--- config.mk ---
export PLATFORM = sky130hd
export DESIGN_NAME = wait_and_threshold_regs
export DESIGN_NICKNAME = d
export VERILOG_FILES = /design/src/rtl/wait_thresh_pkg.sv /design/src/rtl/pause_timer.sv /design/src/rtl/persist_filter.sv /design/src/rtl/wait_and_threshold_regs.sv
export SDC_FILE = /design/constraint.sdc
export NUM_CORES = 1
export LEC_CHECK = 0
export ABC_CLOCK_PERIOD_IN_PS = 3700
export BUFFER_PORTS_ARGS = -buffer_cell sky130_fd_sc_hd__clkbuf_2
export CORE_UTILIZATION = 25
export CTS_CLUSTER_SIZE = 28
export DETAILED_ROUTE_END_ITERATION = 10
export HOLD_SLACK_MARGIN = 0.05
export PLACE_DENSITY = 0.39
export RECOVER_POWER = 50
export SLEW_MARGIN = 25
export SYNTH_ARGS = -nofsm -noshare
export SYNTH_HDL_FRONTEND = slang
export SYNTH_HIERARCHICAL = 1
export SYNTH_SLANG_ARGS = --single-unit
--- constraint.sdc ---
create_clock -name clock -period 3.7 [get_ports clock]
set_input_delay 0.925 -clock clock [delete_from_list [all_inputs] [get_ports clock]]
set_output_delay 0.925 -clock clock [all_outputs]
set_load 0.01 [all_outputs]
--- src/rtl/wait_thresh_pkg.sv ---
`default_nettype none
package wait_thresh_pkg;

   // Register offsets on the internal register port
   localparam logic [7:0] PAUSE_LENGTH_ADDR        = 8'h83;
   localparam logic [7:0] LIGHT_LOW_LIMIT_LO_ADDR  = 8'h84;
   localparam logic [7:0] LIGHT_LOW_LIMIT_HI_ADDR  = 8'h85;
   localparam logic [7:0] LIGHT_HIGH_LIMIT_LO_ADDR = 8'h86;
   localparam logic [7:0] LIGHT_HIGH_LIMIT_HI_ADDR = 8'h87;
   localparam logic [7:0] NEAR_LOW_LIMIT_LO_ADDR   = 8'h88;
   localparam logic [7:0] NEAR_LOW_LIMIT_HI_ADDR   = 8'h89;

   // Reset values
   localparam logic [7:0] PAUSE_LENGTH_RESET = 8'h00;
   localparam logic [7:0] LIMIT_BYTE_RESET   = 8'h00;
   localparam logic [7:0] UNMAPPED_READ      = 8'h00;

   // Field positions
   localparam int AUTOREG_OFF_BIT  = 6;
   localparam int NEAR_HI_FIELD_MSB = 5;
   localparam int NEAR_COARSE_LSB  = 2;

   // Timing
   localparam int STEP_TIME_NS    = 2780000;
   localparam int CLOCK_PERIOD_NS = 40;
   localparam int STEP_CYCLES     = STEP_TIME_NS / CLOCK_PERIOD_NS;
   localparam int EXTEND_FACTOR   = 12;

   // Persistence count width and light persistence table knee
   localparam int PERSIST_W       = 6;
   localparam logic [3:0] LIGHT_LINEAR_LAST = 4'h3;
   localparam logic [5:0] LIGHT_STEP        = 6'h05;

   typedef enum logic {PAUSE_IDLE, PAUSE_RUN} pause_state_t;

   // Light persistence code to required consecutive out-of-range count
   function automatic logic [5:0] light_persist_count(input logic [3:0] code);
      logic [5:0] span;
      span = {2'h0, code} - {2'h0, LIGHT_LINEAR_LAST};
      if (code <= LIGHT_LINEAR_LAST)
         light_persist_count = {2'h0, code};
      else
         light_persist_count = 6'(span * LIGHT_STEP);
   endfunction : light_persist_count

endpackage : wait_thresh_pkg
`default_nettype wire

--- src/rtl/pause_timer.sv ---
`default_nettype none
module pause_timer #(
   parameter int STEP_CYCLES = wait_thresh_pkg::STEP_CYCLES
) (
   input  wire logic       clock,
   input  wire logic       rst_n,
   input  wire logic       start,
   input  wire logic       extend,
   input  wire logic [7:0] length,
   output logic            busy,
   output logic            done
);
   localparam int LONG_CYCLES = STEP_CYCLES * wait_thresh_pkg::EXTEND_FACTOR;
   localparam int PW          = $clog2(LONG_CYCLES + 1);

   if (STEP_CYCLES < 1)
      $error("pause_timer: STEP_CYCLES must be at least one");

   wait_thresh_pkg::pause_state_t state_reg;
   logic [PW-1:0] presc_reg;
   logic [7:0]    count_reg;
   logic          extend_reg;
   logic          done_reg;
   wire  [PW-1:0] step_last = extend_reg ? PW'(LONG_CYCLES - 1) : PW'(STEP_CYCLES - 1);
   wire           tick      = (presc_reg == step_last);

   // Down counter of steps; a step is twelve times longer while extended
   always_ff @(posedge clock or negedge rst_n)
   begin
      if (!rst_n)
      begin
         state_reg  <= wait_thresh_pkg::PAUSE_IDLE;
         presc_reg  <= '0;
         count_reg  <= 8'h00;
         extend_reg <= 1'b0;
         done_reg   <= 1'b0;
      end
      else
      begin
         done_reg <= 1'b0;
         case (state_reg)
            wait_thresh_pkg::PAUSE_IDLE:
               if (start)
               begin
                  state_reg  <= wait_thresh_pkg::PAUSE_RUN;
                  count_reg  <= length;
                  extend_reg <= extend;
                  presc_reg  <= '0;
               end
            wait_thresh_pkg::PAUSE_RUN:
               if (tick)
               begin
                  presc_reg <= '0;
                  if (count_reg == 8'h00)
                  begin
                     state_reg <= wait_thresh_pkg::PAUSE_IDLE;
                     done_reg  <= 1'b1;
                  end
                  else
                     count_reg <= count_reg - 8'h01;
               end
               else
                  presc_reg <= presc_reg + PW'(1);
            default: state_reg <= wait_thresh_pkg::PAUSE_IDLE;
         endcase
      end
   end

   assign busy = (state_reg == wait_thresh_pkg::PAUSE_RUN);
   assign done = done_reg;
endmodule : pause_timer
`default_nettype wire

--- src/rtl/persist_filter.sv ---
`default_nettype none
module persist_filter (
   input  wire logic       clock,
   input  wire logic       rst_n,
   input  wire logic       sample_valid,
   input  wire logic       outside,
   input  wire logic [5:0] required,
   output logic            fire
);
   logic [5:0] count_reg;
   logic       fire_reg;
   wire  [5:0] count_inc = (count_reg == required) ? count_reg : count_reg + 6'h01;

   // Saturate at the target so every further outside result fires too
   always_ff @(posedge clock or negedge rst_n)
   begin
      if (!rst_n)
      begin
         count_reg <= 6'h00;
         fire_reg  <= 1'b0;
      end
      else
      begin
         fire_reg <= 1'b0;
         if (sample_valid)
         begin
            if (required == 6'h00)
               fire_reg <= 1'b1;
            else if (outside)
            begin
               count_reg <= count_inc;
               fire_reg  <= (count_inc == required);
            end
            else
               count_reg <= 6'h00;
         end
      end
   end

   assign fire = fire_reg;
endmodule : persist_filter
`default_nettype wire

--- src/rtl/wait_and_threshold_regs.sv ---
`default_nettype none
module wait_and_threshold_regs #(
   parameter int STEP_CYCLES = wait_thresh_pkg::STEP_CYCLES
) (
   input  wire logic        clock,
   input  wire logic        rst_n,
   // Internal register port behind the serial engine
   input  wire logic [7:0]  reg_addr,
   input  wire logic [7:0]  reg_wdata,
   input  wire logic        reg_wr,
   input  wire logic        reg_rd,
   output logic [7:0]       reg_rdata,
   output logic             reg_rvalid,
   // Settings held in neighbouring registers
   input  wire logic        wait_enable,
   input  wire logic        pause_extend_x12,
   input  wire logic [7:0]  config_six_register,
   input  wire logic [3:0]  light_persistence,
   input  wire logic [3:0]  near_persistence,
   input  wire logic        light_irq_enable,
   input  wire logic        near_irq_enable,
   input  wire logic [13:0] near_high_limit,
   // Measurement engine
   input  wire logic        cycle_done,
   input  wire logic [15:0] clear_result,
   input  wire logic        clear_valid,
   input  wire logic [13:0] near_result,
   input  wire logic        near_valid,
   input  wire logic        light_flag_clear,
   input  wire logic        near_flag_clear,
   output logic             pause_active,
   output logic             pause_done,
   output logic             light_threshold_flag,
   output logic             near_threshold_flag,
   output logic             irq_n
);

   if (STEP_CYCLES < 1)
      $error("wait_and_threshold_regs: STEP_CYCLES must be at least one");

   // Register storage
   logic [7:0]  pause_length_reg;
   logic [7:0]  light_low_shadow_reg;
   logic [15:0] light_low_live_reg;
   logic [7:0]  light_high_shadow_reg;
   logic [15:0] light_high_live_reg;
   logic [7:0]  near_low_shadow_reg;
   logic [7:0]  near_low_hi_reg;
   logic [13:0] near_low_live_reg;
   logic [7:0]  reg_rdata_reg;
   logic        reg_rvalid_reg;
   logic        light_flag_reg;
   logic        near_flag_reg;
   logic        irq_n_reg;
   logic        skip_done_reg;

   // Address decode
   wire hit_pause      = (reg_addr == wait_thresh_pkg::PAUSE_LENGTH_ADDR);
   wire hit_light_l_lo = (reg_addr == wait_thresh_pkg::LIGHT_LOW_LIMIT_LO_ADDR);
   wire hit_light_l_hi = (reg_addr == wait_thresh_pkg::LIGHT_LOW_LIMIT_HI_ADDR);
   wire hit_light_h_lo = (reg_addr == wait_thresh_pkg::LIGHT_HIGH_LIMIT_LO_ADDR);
   wire hit_light_h_hi = (reg_addr == wait_thresh_pkg::LIGHT_HIGH_LIMIT_HI_ADDR);
   wire hit_near_l_lo  = (reg_addr == wait_thresh_pkg::NEAR_LOW_LIMIT_LO_ADDR);
   wire hit_near_l_hi  = (reg_addr == wait_thresh_pkg::NEAR_LOW_LIMIT_HI_ADDR);

   // Read selection; low bytes read back the shadow as the host wrote it
   wire [7:0] read_mux =
      hit_pause      ? pause_length_reg :
      hit_light_l_lo ? light_low_shadow_reg :
      hit_light_l_hi ? light_low_live_reg[15:8] :
      hit_light_h_lo ? light_high_shadow_reg :
      hit_light_h_hi ? light_high_live_reg[15:8] :
      hit_near_l_lo  ? near_low_shadow_reg :
      hit_near_l_hi  ? near_low_hi_reg :
      wait_thresh_pkg::UNMAPPED_READ;

   // Pause length register
   always_ff @(posedge clock or negedge rst_n)
   begin
      if (!rst_n)
         pause_length_reg <= wait_thresh_pkg::PAUSE_LENGTH_RESET;
      else if (reg_wr && hit_pause)
         pause_length_reg <= reg_wdata;
   end

   // Light low limit: low byte waits in the shadow until the high byte lands
   always_ff @(posedge clock or negedge rst_n)
   begin
      if (!rst_n)
      begin
         light_low_shadow_reg <= wait_thresh_pkg::LIMIT_BYTE_RESET;
         light_low_live_reg   <= {2{wait_thresh_pkg::LIMIT_BYTE_RESET}};
      end
      else if (reg_wr && hit_light_l_lo)
         light_low_shadow_reg <= reg_wdata;
      else if (reg_wr && hit_light_l_hi)
         light_low_live_reg <= {reg_wdata, light_low_shadow_reg};
   end

   // Light high limit, same shadow scheme so a half update never compares
   always_ff @(posedge clock or negedge rst_n)
   begin
      if (!rst_n)
      begin
         light_high_shadow_reg <= wait_thresh_pkg::LIMIT_BYTE_RESET;
         light_high_live_reg   <= {2{wait_thresh_pkg::LIMIT_BYTE_RESET}};
      end
      else if (reg_wr && hit_light_h_lo)
         light_high_shadow_reg <= reg_wdata;
      else if (reg_wr && hit_light_h_hi)
         light_high_live_reg <= {reg_wdata, light_high_shadow_reg};
   end

   // Near low limit; upper byte keeps all eight bits for readback only
   always_ff @(posedge clock or negedge rst_n)
   begin
      if (!rst_n)
      begin
         near_low_shadow_reg <= wait_thresh_pkg::LIMIT_BYTE_RESET;
         near_low_hi_reg     <= wait_thresh_pkg::LIMIT_BYTE_RESET;
         near_low_live_reg   <= 14'h0000;
      end
      else if (reg_wr && hit_near_l_lo)
         near_low_shadow_reg <= reg_wdata;
      else if (reg_wr && hit_near_l_hi)
      begin
         near_low_hi_reg   <= reg_wdata;
         near_low_live_reg <= {reg_wdata[wait_thresh_pkg::NEAR_HI_FIELD_MSB:0],
                               near_low_shadow_reg};
      end
   end

   // Read answer one cycle after the strobe
   always_ff @(posedge clock or negedge rst_n)
   begin
      if (!rst_n)
      begin
         reg_rdata_reg  <= 8'h00;
         reg_rvalid_reg <= 1'b0;
      end
      else
      begin
         reg_rvalid_reg <= reg_rd;
         if (reg_rd)
            reg_rdata_reg <= read_mux;
      end
   end

   // Threshold compares
   wire autoreg_off  = config_six_register[wait_thresh_pkg::AUTOREG_OFF_BIT];
   wire light_below  = (clear_result < light_low_live_reg);
   wire light_above  = (clear_result > light_high_live_reg);
   wire light_out    = light_below || light_above;
   // With autoregulation off the upper byte is ignored, so the live low byte
   // is taken straight from the shadow; no second write is needed then
   wire [7:0] near_coarse = near_result[wait_thresh_pkg::NEAR_COARSE_LSB +: 8];
   wire near_below_fine   = (near_result < near_low_live_reg);
   wire near_below_coarse = (near_coarse < near_low_shadow_reg);
   wire near_above_fine   = (near_result > near_high_limit);
   wire near_above_coarse = (near_coarse > near_high_limit[7:0]);
   wire near_below        = autoreg_off ? near_below_coarse : near_below_fine;
   wire near_above        = autoreg_off ? near_above_coarse : near_above_fine;
   wire near_out          = near_below || near_above;

   // Persistence targets
   wire [5:0] light_required = wait_thresh_pkg::light_persist_count(light_persistence);
   wire [5:0] near_required  = {2'h0, near_persistence};
   wire       light_fire;
   wire       near_fire;

   persist_filter light_persist (
      .clock        (clock),
      .rst_n        (rst_n),
      .sample_valid (clear_valid),
      .outside      (light_out),
      .required     (light_required),
      .fire         (light_fire)
   );

   persist_filter near_persist (
      .clock        (clock),
      .rst_n        (rst_n),
      .sample_valid (near_valid),
      .outside      (near_out),
      .required     (near_required),
      .fire         (near_fire)
   );

   // Sticky flags; a set in the clearing cycle wins over the clear
   always_ff @(posedge clock or negedge rst_n)
   begin
      if (!rst_n)
      begin
         light_flag_reg <= 1'b0;
         near_flag_reg  <= 1'b0;
      end
      else
      begin
         light_flag_reg <= light_fire || (light_flag_reg && !light_flag_clear);
         near_flag_reg  <= near_fire || (near_flag_reg && !near_flag_clear);
      end
   end

   // Interrupt pin, active low, registered so it never glitches
   wire irq_active = (light_flag_reg && light_irq_enable) ||
                     (near_flag_reg && near_irq_enable);

   always_ff @(posedge clock or negedge rst_n)
   begin
      if (!rst_n)
         irq_n_reg <= 1'b1;
      else
         irq_n_reg <= !irq_active;
   end

   // Pause sequencing: start only with the wait feature on, else skip at once
   wire timer_start = cycle_done && wait_enable;
   wire timer_busy;
   wire timer_done;

   pause_timer #(
      .STEP_CYCLES (STEP_CYCLES)
   ) pause_step_timer (
      .clock  (clock),
      .rst_n  (rst_n),
      .start  (timer_start),
      .extend (pause_extend_x12),
      .length (pause_length_reg),
      .busy   (timer_busy),
      .done   (timer_done)
   );

   // Skipped pause reports done one cycle later, same latency as a start
   always_ff @(posedge clock or negedge rst_n)
   begin
      if (!rst_n)
         skip_done_reg <= 1'b0;
      else
         skip_done_reg <= cycle_done && !wait_enable;
   end

   // Outputs
   assign reg_rdata            = reg_rdata_reg;
   assign reg_rvalid           = reg_rvalid_reg;
   assign pause_active         = timer_busy;
   assign pause_done           = timer_done || skip_done_reg;
   assign light_threshold_flag = light_flag_reg;
   assign near_threshold_flag  = near_flag_reg;
   assign irq_n                = irq_n_reg;

endmodule : wait_and_threshold_regs
`default_nettype wire

==> results.md, run 1 <==
* Status: finished with violations
* Failing checks: design-rule violations, max-capacitance violations, max-slew violations
* Total track usage at 14.5%
* CP Capture Type: register
* Worst endpoint required time at roughly 4100 ps
* Worst hold path depth at 1
* Setup Buffers After CTS at 0
* Total routed wirelength at between 20 and 30 mm
* Cts bufs inserted at 17
* Clock root cell: clkbuf_16
* Die X-Extent at 193 microns
* CP arrival at ~3800 ps
* Max FFs per register at 20
* Register area at 3450 sq um
* Hold Vio Cnt, Final at 0
* Syn avg cell area at roughly 9.6 sq um
* Leakage Power at 5.08 nW
* Row Count at ~70
* Total number of vias at 7,432
* Largest cells by area after synthesis: dfrtp_1 37%, ha_1 11%, mux2_2 6.4%
* Initial antenna violation count at 0
* IO Count at just over 100
* CTS H-tree lvls at 4
* Multi-input logic area at 5260 sq um
* Worst-case clock buffer depth at 2
* Antenna-violating nets left at 0
* Filler instances at between 3,000 and 4,000
* Largest net degree at the start of global routing at slightly below 60
* Commonest cells in the netlist: 137 x dfrtp_1, 83 x ha_1, 83 x inv_1
* CTS Hold Bufs at 0
* Startpoint types: input port
* Pwr Density at between 400 and 500 nW/um^2
* Area after DPL at between 10,000 and 15,000 sq um
* Post-synth ARST share at 100%
* Vias per cell at approximately 4.8
* Area Growth Syn to Fin at 19.4%
* Total gr overflow at 0
* Hold Crit Class: reg2reg
* Setup slack, reg-to-reg at ~840 ps
* Netlist cell types at 83
* Chip height at 193 microns
* RSZ-0062 raised after global routing: false
* Synth warn at 6
* Hold_sp: near_persist/fire
* Slew HR at -4.94%
* Port bufs at 95
* Area share of the largest cell type after synthesis at 37.4%
* Reg-to-Reg End: light_persist/count_reg[2]
* Hold path endpoint: near_threshold_flag
* Global-route wire length before repair at between 40 and 50 mm
* Drt drc at 1
* Max Cap Violations at 1
* Crit path kind: in2reg
* Reg2reg path depth at 12
* Routed len/inst at roughly 17 microns
* Clock-pin slew on the worst setup and hold paths at about 70 ps
* Syn Std Cell Area at around 9000 sq um
* Placeable Area at 35,800 sq um
* DR iter-0 viols at about 310
* Slew Limit Fails at 58
* Share of cells above drive strength 1 at between 20% and 30%
* Clk Latency, worst-skew pair at about 440 ps
* R2R Path Start: light_low_live_reg[9]
* Die Footprint at around 37,000 sq um
* Final Instance Area at 10,900 sq um
* Synth area leader: dfrtp_1
* Maximum clock frequency at slightly below 300 MHz
* TritonCTS Sinks at approximately 140
* Hold WS at approximately 440 ps
* Number of diodes at 0
* Endpoints failing setup at 0
* Slew of the pin with the lowest slew margin at 1570 ps
* Most common cell in the netlist: dfrtp_1
* Synthesized instance count at roughly 950
* Tcrit/Tclk final at between 90% and 100%
* First-pass detailed-route iteration total at 10
* Vias in the first global route at between 7,000 and 8,000
* CP Max Fanout at 8
* Min Tclk post-route at about 3400 ps
* Top_reg_cell synth: dfrtp_1
* Overall power at between 4 and 5 mW
* Clock Skew at around 16 ps
* CTS tree: yes
* Initial Utilization at between 20 and 30%
* Post-synthesis register bit count at approximately 140
* Post-cts sizing count at 0
* Register area share after synthesis at 37.7%
* Detailed Place HPWL at a little under 20 mm
* Gpl congestion at just under 0.8
* Nets at approximately 1,200
* Post-synth EDFFs at 0
* VDD IR max at between 0.3 and 0.4 mV
## final cells by class
class,instances,area share [%]
well taps,461,5.28
repair buffers,125,6.46
multi-input cells,707,48.1
flip-flops and latches,138,31.6
inverters,83,2.85
clock inverters,15,1.83
clock buffers,17,3.89
## how the worst max path moves through the flow
stage,startpoint,end
global placement,light_persistence[0],light_persist/count_reg[0]
CTS,light_persistence[0],light_persist/count_reg[2]
detailed placement,light_persistence[0],light_persist/count_reg[2]
global route,light_persistence[0],light_persist/count_reg[2]
floorplan,light_persistence[0],light_persist/count_reg[0]
finish,light_persistence[0],light_persist/count_reg[2]
## through the flow
| stage | utilization [%] | instances | TNS [ps] | worst slack [ps] |
|---|---|---|---|---|
| after floorplan | - | 959 | 0 | 3.29 |
| after global placement | 28.8 | 1514 | -739 | -172 |
| after detailed placement | 28.8 | 1514 | -903 | -204 |
| after CTS | 30.5 | 1546 | 0 | 245 |
| after global routing | 30.5 | 1546 | 0 | 66.6 |
| final | 30.5 | 1546 | 0 | 264 |
## critical path, stage by stage
cell	delay [ps]
clkbuf_2	110
ha_1	320
ha_1	290
ha_1	210
fa_1	400
xnor2_2	180
nand3b_1	110
o21ai_2	90
xor2_1	190
nand4b_1	170
nor2_2	70
buf_4	150
or4b_1	490
o21ai_0	80
## routing by layer
| metal | global-route usage (%) | vias up | wire length [microns] |
|---|---|---|---|
| li1 | - | 3734 | - |
| met4 | 4.27 | 0 | 344 |
| met5 | 0 | - | 0 |
| met1 | 20.3 | 3573 | 13300 |
| met3 | 2.25 | 19 | 638 |
| met2 | 23.0 | 106 | 11700 |
## layout by cell type (no fill, tap or decap), types with 10 or more instances in the layout
cell type / Yosys / routed
dfrtp_1: 137 / 137
clkbuf_2: 1 / 92
inv_1: 83 / 83
ha_1: 83 / 83
nand2_1: 80 / 80
o21ai_0: 65 / 64
a21oi_1: 54 / 53
nor2_1: 53 / 52
mux2_2: 52 / 52
nand3_1: 34 / 34
buf_4: 2 / 28
nor3_1: 18 / 18
xnor2_1: 18 / 17
clkbuf_16: 0 / 17
nand4_1: 15 / 15
mux2i_1: 15 / 15
nor2b_1: 12 / 12
nand2b_1: 11 / 11
a31oi_1: 11 / 11
a211oi_1: 10 / 10
a22o_1: 10 / 10
mux2_4: 10 / 10
## where the power goes
part           leakage (nW)  internal [mW]  switching (mW)  total (mW)
sequential             1.69           1.70           0.275        1.98
clock                 0.305          0.982           0.833        1.82
combinational          3.08          0.506           0.587        1.09
total                  5.08           3.19            1.70        4.89
## cells by family after synthesis
logic type	share of synthesized area, %
compound gates	16.9
xor+xnor	2.20
fa+ha+maj	11.6
simple gates	16.6
flops	37.7
mux	9.68
other cells	0.0410
buf+inv	5.26
Power figures use the tool's default switching activity.
==> run 2, diff against run 1 <==
--- a/config.mk
+++ b/config.mk
@@ -5,14 +5,15 @@
 export SDC_FILE = /design/constraint.sdc
 export NUM_CORES = 1
 export LEC_CHECK = 0
-export ABC_CLOCK_PERIOD_IN_PS = 3700
+export ABC_CLOCK_PERIOD_IN_PS = 3100
 export BUFFER_PORTS_ARGS = -buffer_cell sky130_fd_sc_hd__clkbuf_2
 export CORE_UTILIZATION = 25
 export CTS_CLUSTER_SIZE = 28
 export DETAILED_ROUTE_END_ITERATION = 10
 export HOLD_SLACK_MARGIN = 0.05
-export PLACE_DENSITY = 0.39
+export PLACE_DENSITY = 0.4
 export RECOVER_POWER = 50
+export SETUP_SLACK_MARGIN = 0.02
 export SLEW_MARGIN = 25
 export SYNTH_ARGS = -nofsm -noshare
 export SYNTH_HDL_FRONTEND = slang
==> constraint.sdc (replaced) <==
create_clock -name clock -period 3.1 [get_ports clock]
set_input_delay 0.775 -clock clock [delete_from_list [all_inputs] [get_ports clock]]
set_output_delay 0.775 -clock clock [all_outputs]
set_load 0.01 [all_outputs]
==> results.md, run 2 (same netlist as run 1, synthesis figures left out) <==
* Vias in the first global route at 7,526 (+0.88%)
* Max FFs per register at 20 (unchanged)
* Gpl congestion at 0.823 (+4.0%)
* Cell family with most CP delay: simple AND/OR/NAND/NOR gates
* Vias per cell at 4.72 (-1.8%)
* Number of diodes at 0 (unchanged)
* Clk Latency, worst-skew pair at 440 ps (about the same)
* Chip height at 193 microns (unchanged)
* Slew of the pin with the lowest slew margin at 1280 ps (-293 ps)
* Final Instance Area at 11,400 sq um (+4.3%)
* TritonCTS Sinks at 138 (unchanged)
* Nets at 1,300 (+4.4%)
* Startpoint types: input port
* CTS tree: yes
* Row Count at 69 (unchanged)
* Total gr overflow at 0 (unchanged)
* Clock Skew at 11.7 ps (-4.18 ps)
* Setup TNS at -168 ps (-168 ps)
* Total track usage at 14.5% (about the same)
* Failing checks: design-rule violations, negative setup slack
* First-pass detailed-route iteration total at 8 (-2)
* Worst endpoint required time at 3450 ps (-610 ps)
* Pwr Density at 521 nW/um^2 (+17%)
* Total number of vias at 7,561 (+1.7%)
* Worst path bufs/invs at 2 (unchanged)
* Drt drc at 4 (+3)
* RSZ-0062 raised after global routing: true
* Clock power share at 36.7% (-0.5 points)
* CP Max Fanout at 7 (-1)
* Endpoints failing setup at 4 (+4)
* Crit path kind: in2reg
* Detailed Place HPWL at 20.3 mm (+2.2%)
* Total routed wirelength at 26.2 mm (+0.85%)
* Leakage Power at 5.36 nW (+5.6%)
* Peak per-stage delay on the critical path at 460 ps (-30 ps)
* CTS H-tree lvls at 4 (unchanged)
* CP Capture Type: register
* Cts bufs inserted at 17 (unchanged)
* Cell Count, Final, Fillers Out at 1,601 (+3.6%)
* Clock-pin slew on the worst setup and hold paths at 70 ps (about the same)
* Antenna-violating nets left at 0 (unchanged)
* Overall power at 5.94 mW (+22%)
* Hold Vio Cnt, Final at 0 (unchanged)
* Min Tclk post-route at 3170 ps
* Clock root cell: clkbuf_16
* Initial antenna violation count at 0 (unchanged)
* Largest net degree at the start of global routing at 89 (+51%)
* Die Footprint at 37,400 sq um (unchanged)
* Area Growth Syn to Fin at 24.6%
* IO Count at 103 (unchanged)
* Maximum clock frequency at between 300 and 400 MHz
* Global-route wire length before repair at 42.6 mm (+0.49%)
* VDD IR max at 0.380 mV (+18%)
* CP max stage cell: or4_1
* Routed len/inst at 16.4 microns (-2.6%)
* Slew HR at 14.6% (+20 points)
* Tcrit/Tclk final at 102%
* Max Cap Violations at 0 (-1)
* Hold Crit Class: in2async
* Final setup margin at -71.3 ps (-335 ps)
* Die X-Extent at 193 microns (unchanged)
* Initial Utilization at 25.6% (unchanged)
* Net Sw Power at 1.99 mW (+18%)
* Slew Limit Fails at 0 (-100%)
* Sequential power share at 39.6% (-0.9 points)
* Switch share at 33.6% (-1.1 points)
* Most common cell after layout, fill and taps aside: dfrtp_1
* Area after DPL at 10,800 sq um (+4.2%)
* Internal power component at 3.95 mW (+24%)
* Combinational share of power at 23.7% (+1.3 points)
* Cells along the critical path: buf_8 -> a21oi_4 -> xor2_1 -> ha_1 -> ha_2 -> fa_2 -> xnor2_2 -> nand3b_1 -> o21ai_2 -> xor2_1 -> nand4b_1 -> nor2_4 -> buf_6 -> or4_1 -> o21ai_1
* DR iter-0 viols at 372 (+20%)
* CP arrival at 3530 ps (-260 ps)
* Most Frequent Cell on Critical Path: xor2_1
* Worst-case clock buffer depth at 2 (unchanged)
* Share of cells above drive strength 1 at 27.0% (+4.3 points)
* Post-Place Cells at 1,565 (+3.4%)
* Port bufs at 95 (unchanged)
* Placeable Area at 35,800 sq um (unchanged)
* Most frequent cells in the layout: 137 x dfrtp_1, 92 x clkbuf_2, 83 x inv_1, 81 x ha_1, 81 x buf_4
* Status: finished with violations
## run 2: power groups by stage
stage | logic, mW | registers (mW) | clock network [mW]
after global routing | 1.61 | 2.40 | 2.31
after floorplan | 0.939 | 2.28 | 0
after global placement | 1.41 | 2.39 | 0
final | 1.41 | 2.35 | 2.18
after detailed placement | 1.42 | 2.38 | 0
after CTS | 1.44 | 2.35 | 2.24
## run 2: final timing paths
path / from / end / slack [ps] / depth (start not counted)
hold / removal: rst_n / light_low_shadow_reg[6] / 360 / 1
max in group asynchronous: rst_n / pause_step_timer/presc_reg[7] / 930 / 2
min in group clock: near_persist/fire / near_threshold_flag / 450 / 1
setup / recovery: light_persistence[1] / light_persist/count_reg[4] / -70 / 15
hold reg to reg: near_persist/fire / near_threshold_flag / 450 / 1
setup reg to reg: light_low_live_reg[9] / light_persist/count_reg[2] / 220 / 12
## run 2: metal layers
layer / wire length, microns / up-vias / track usage, %
li1: - / 3829 / -
met3: 707 / 23 / 2.30
met2: 11900 / 100 / 23.2
met1: 13300 / 3609 / 20.4
met5: 0 / - / 0
met4: 323 / 0 / 3.61
## run 2: timing repair
action	in CTS	in global routing
endpoints found under the setup margin	7	9
hold buffers	0	0
resized for setup	8	2
endpoints found under the hold margin	0	0
pin swaps	11	8
setup buffers	2	2
## run 2: layout make-up
class / instances / area [sq um]
clock inverter: 15 / 194
timing repair buffer: 180 / 1140
sequential: 138 / 3450
multi-input combinational: 707 / 5300
clock buffer: 17 / 425
tap: 461 / 577
inverter: 83 / 312
fill: 3741 / 24400
## run 2: per-stage QoR
| step | hold WS (ps) | setup WS (ps) | utilization [%] |
|---|---|---|---|
| 2_1_floorplan | 404 | -321 | - |
| 3_3_place_gp | 414 | -591 | 30.0 |
| 3_5_place_dp | 435 | -653 | 30.0 |
| 4_1_cts | 135 | -129 | 31.9 |
| 5_1_grt | 427 | -223 | 31.8 |
| 6_report | 364 | -71.3 | 31.8 |
## run 2: worst reg2reg max path, delay by kind of cell (launching register included)
| kind | cells | cell delay [ps] |
|---|---|---|
| buffers and inverters | 2 | 240 |
| and+or+nand+nor | 2 | 500 |
| DFF | 1 | 380 |
| AOI/OAI and AO/OA | 7 | 1430 |
| adders and majority gates | 1 | 240 |
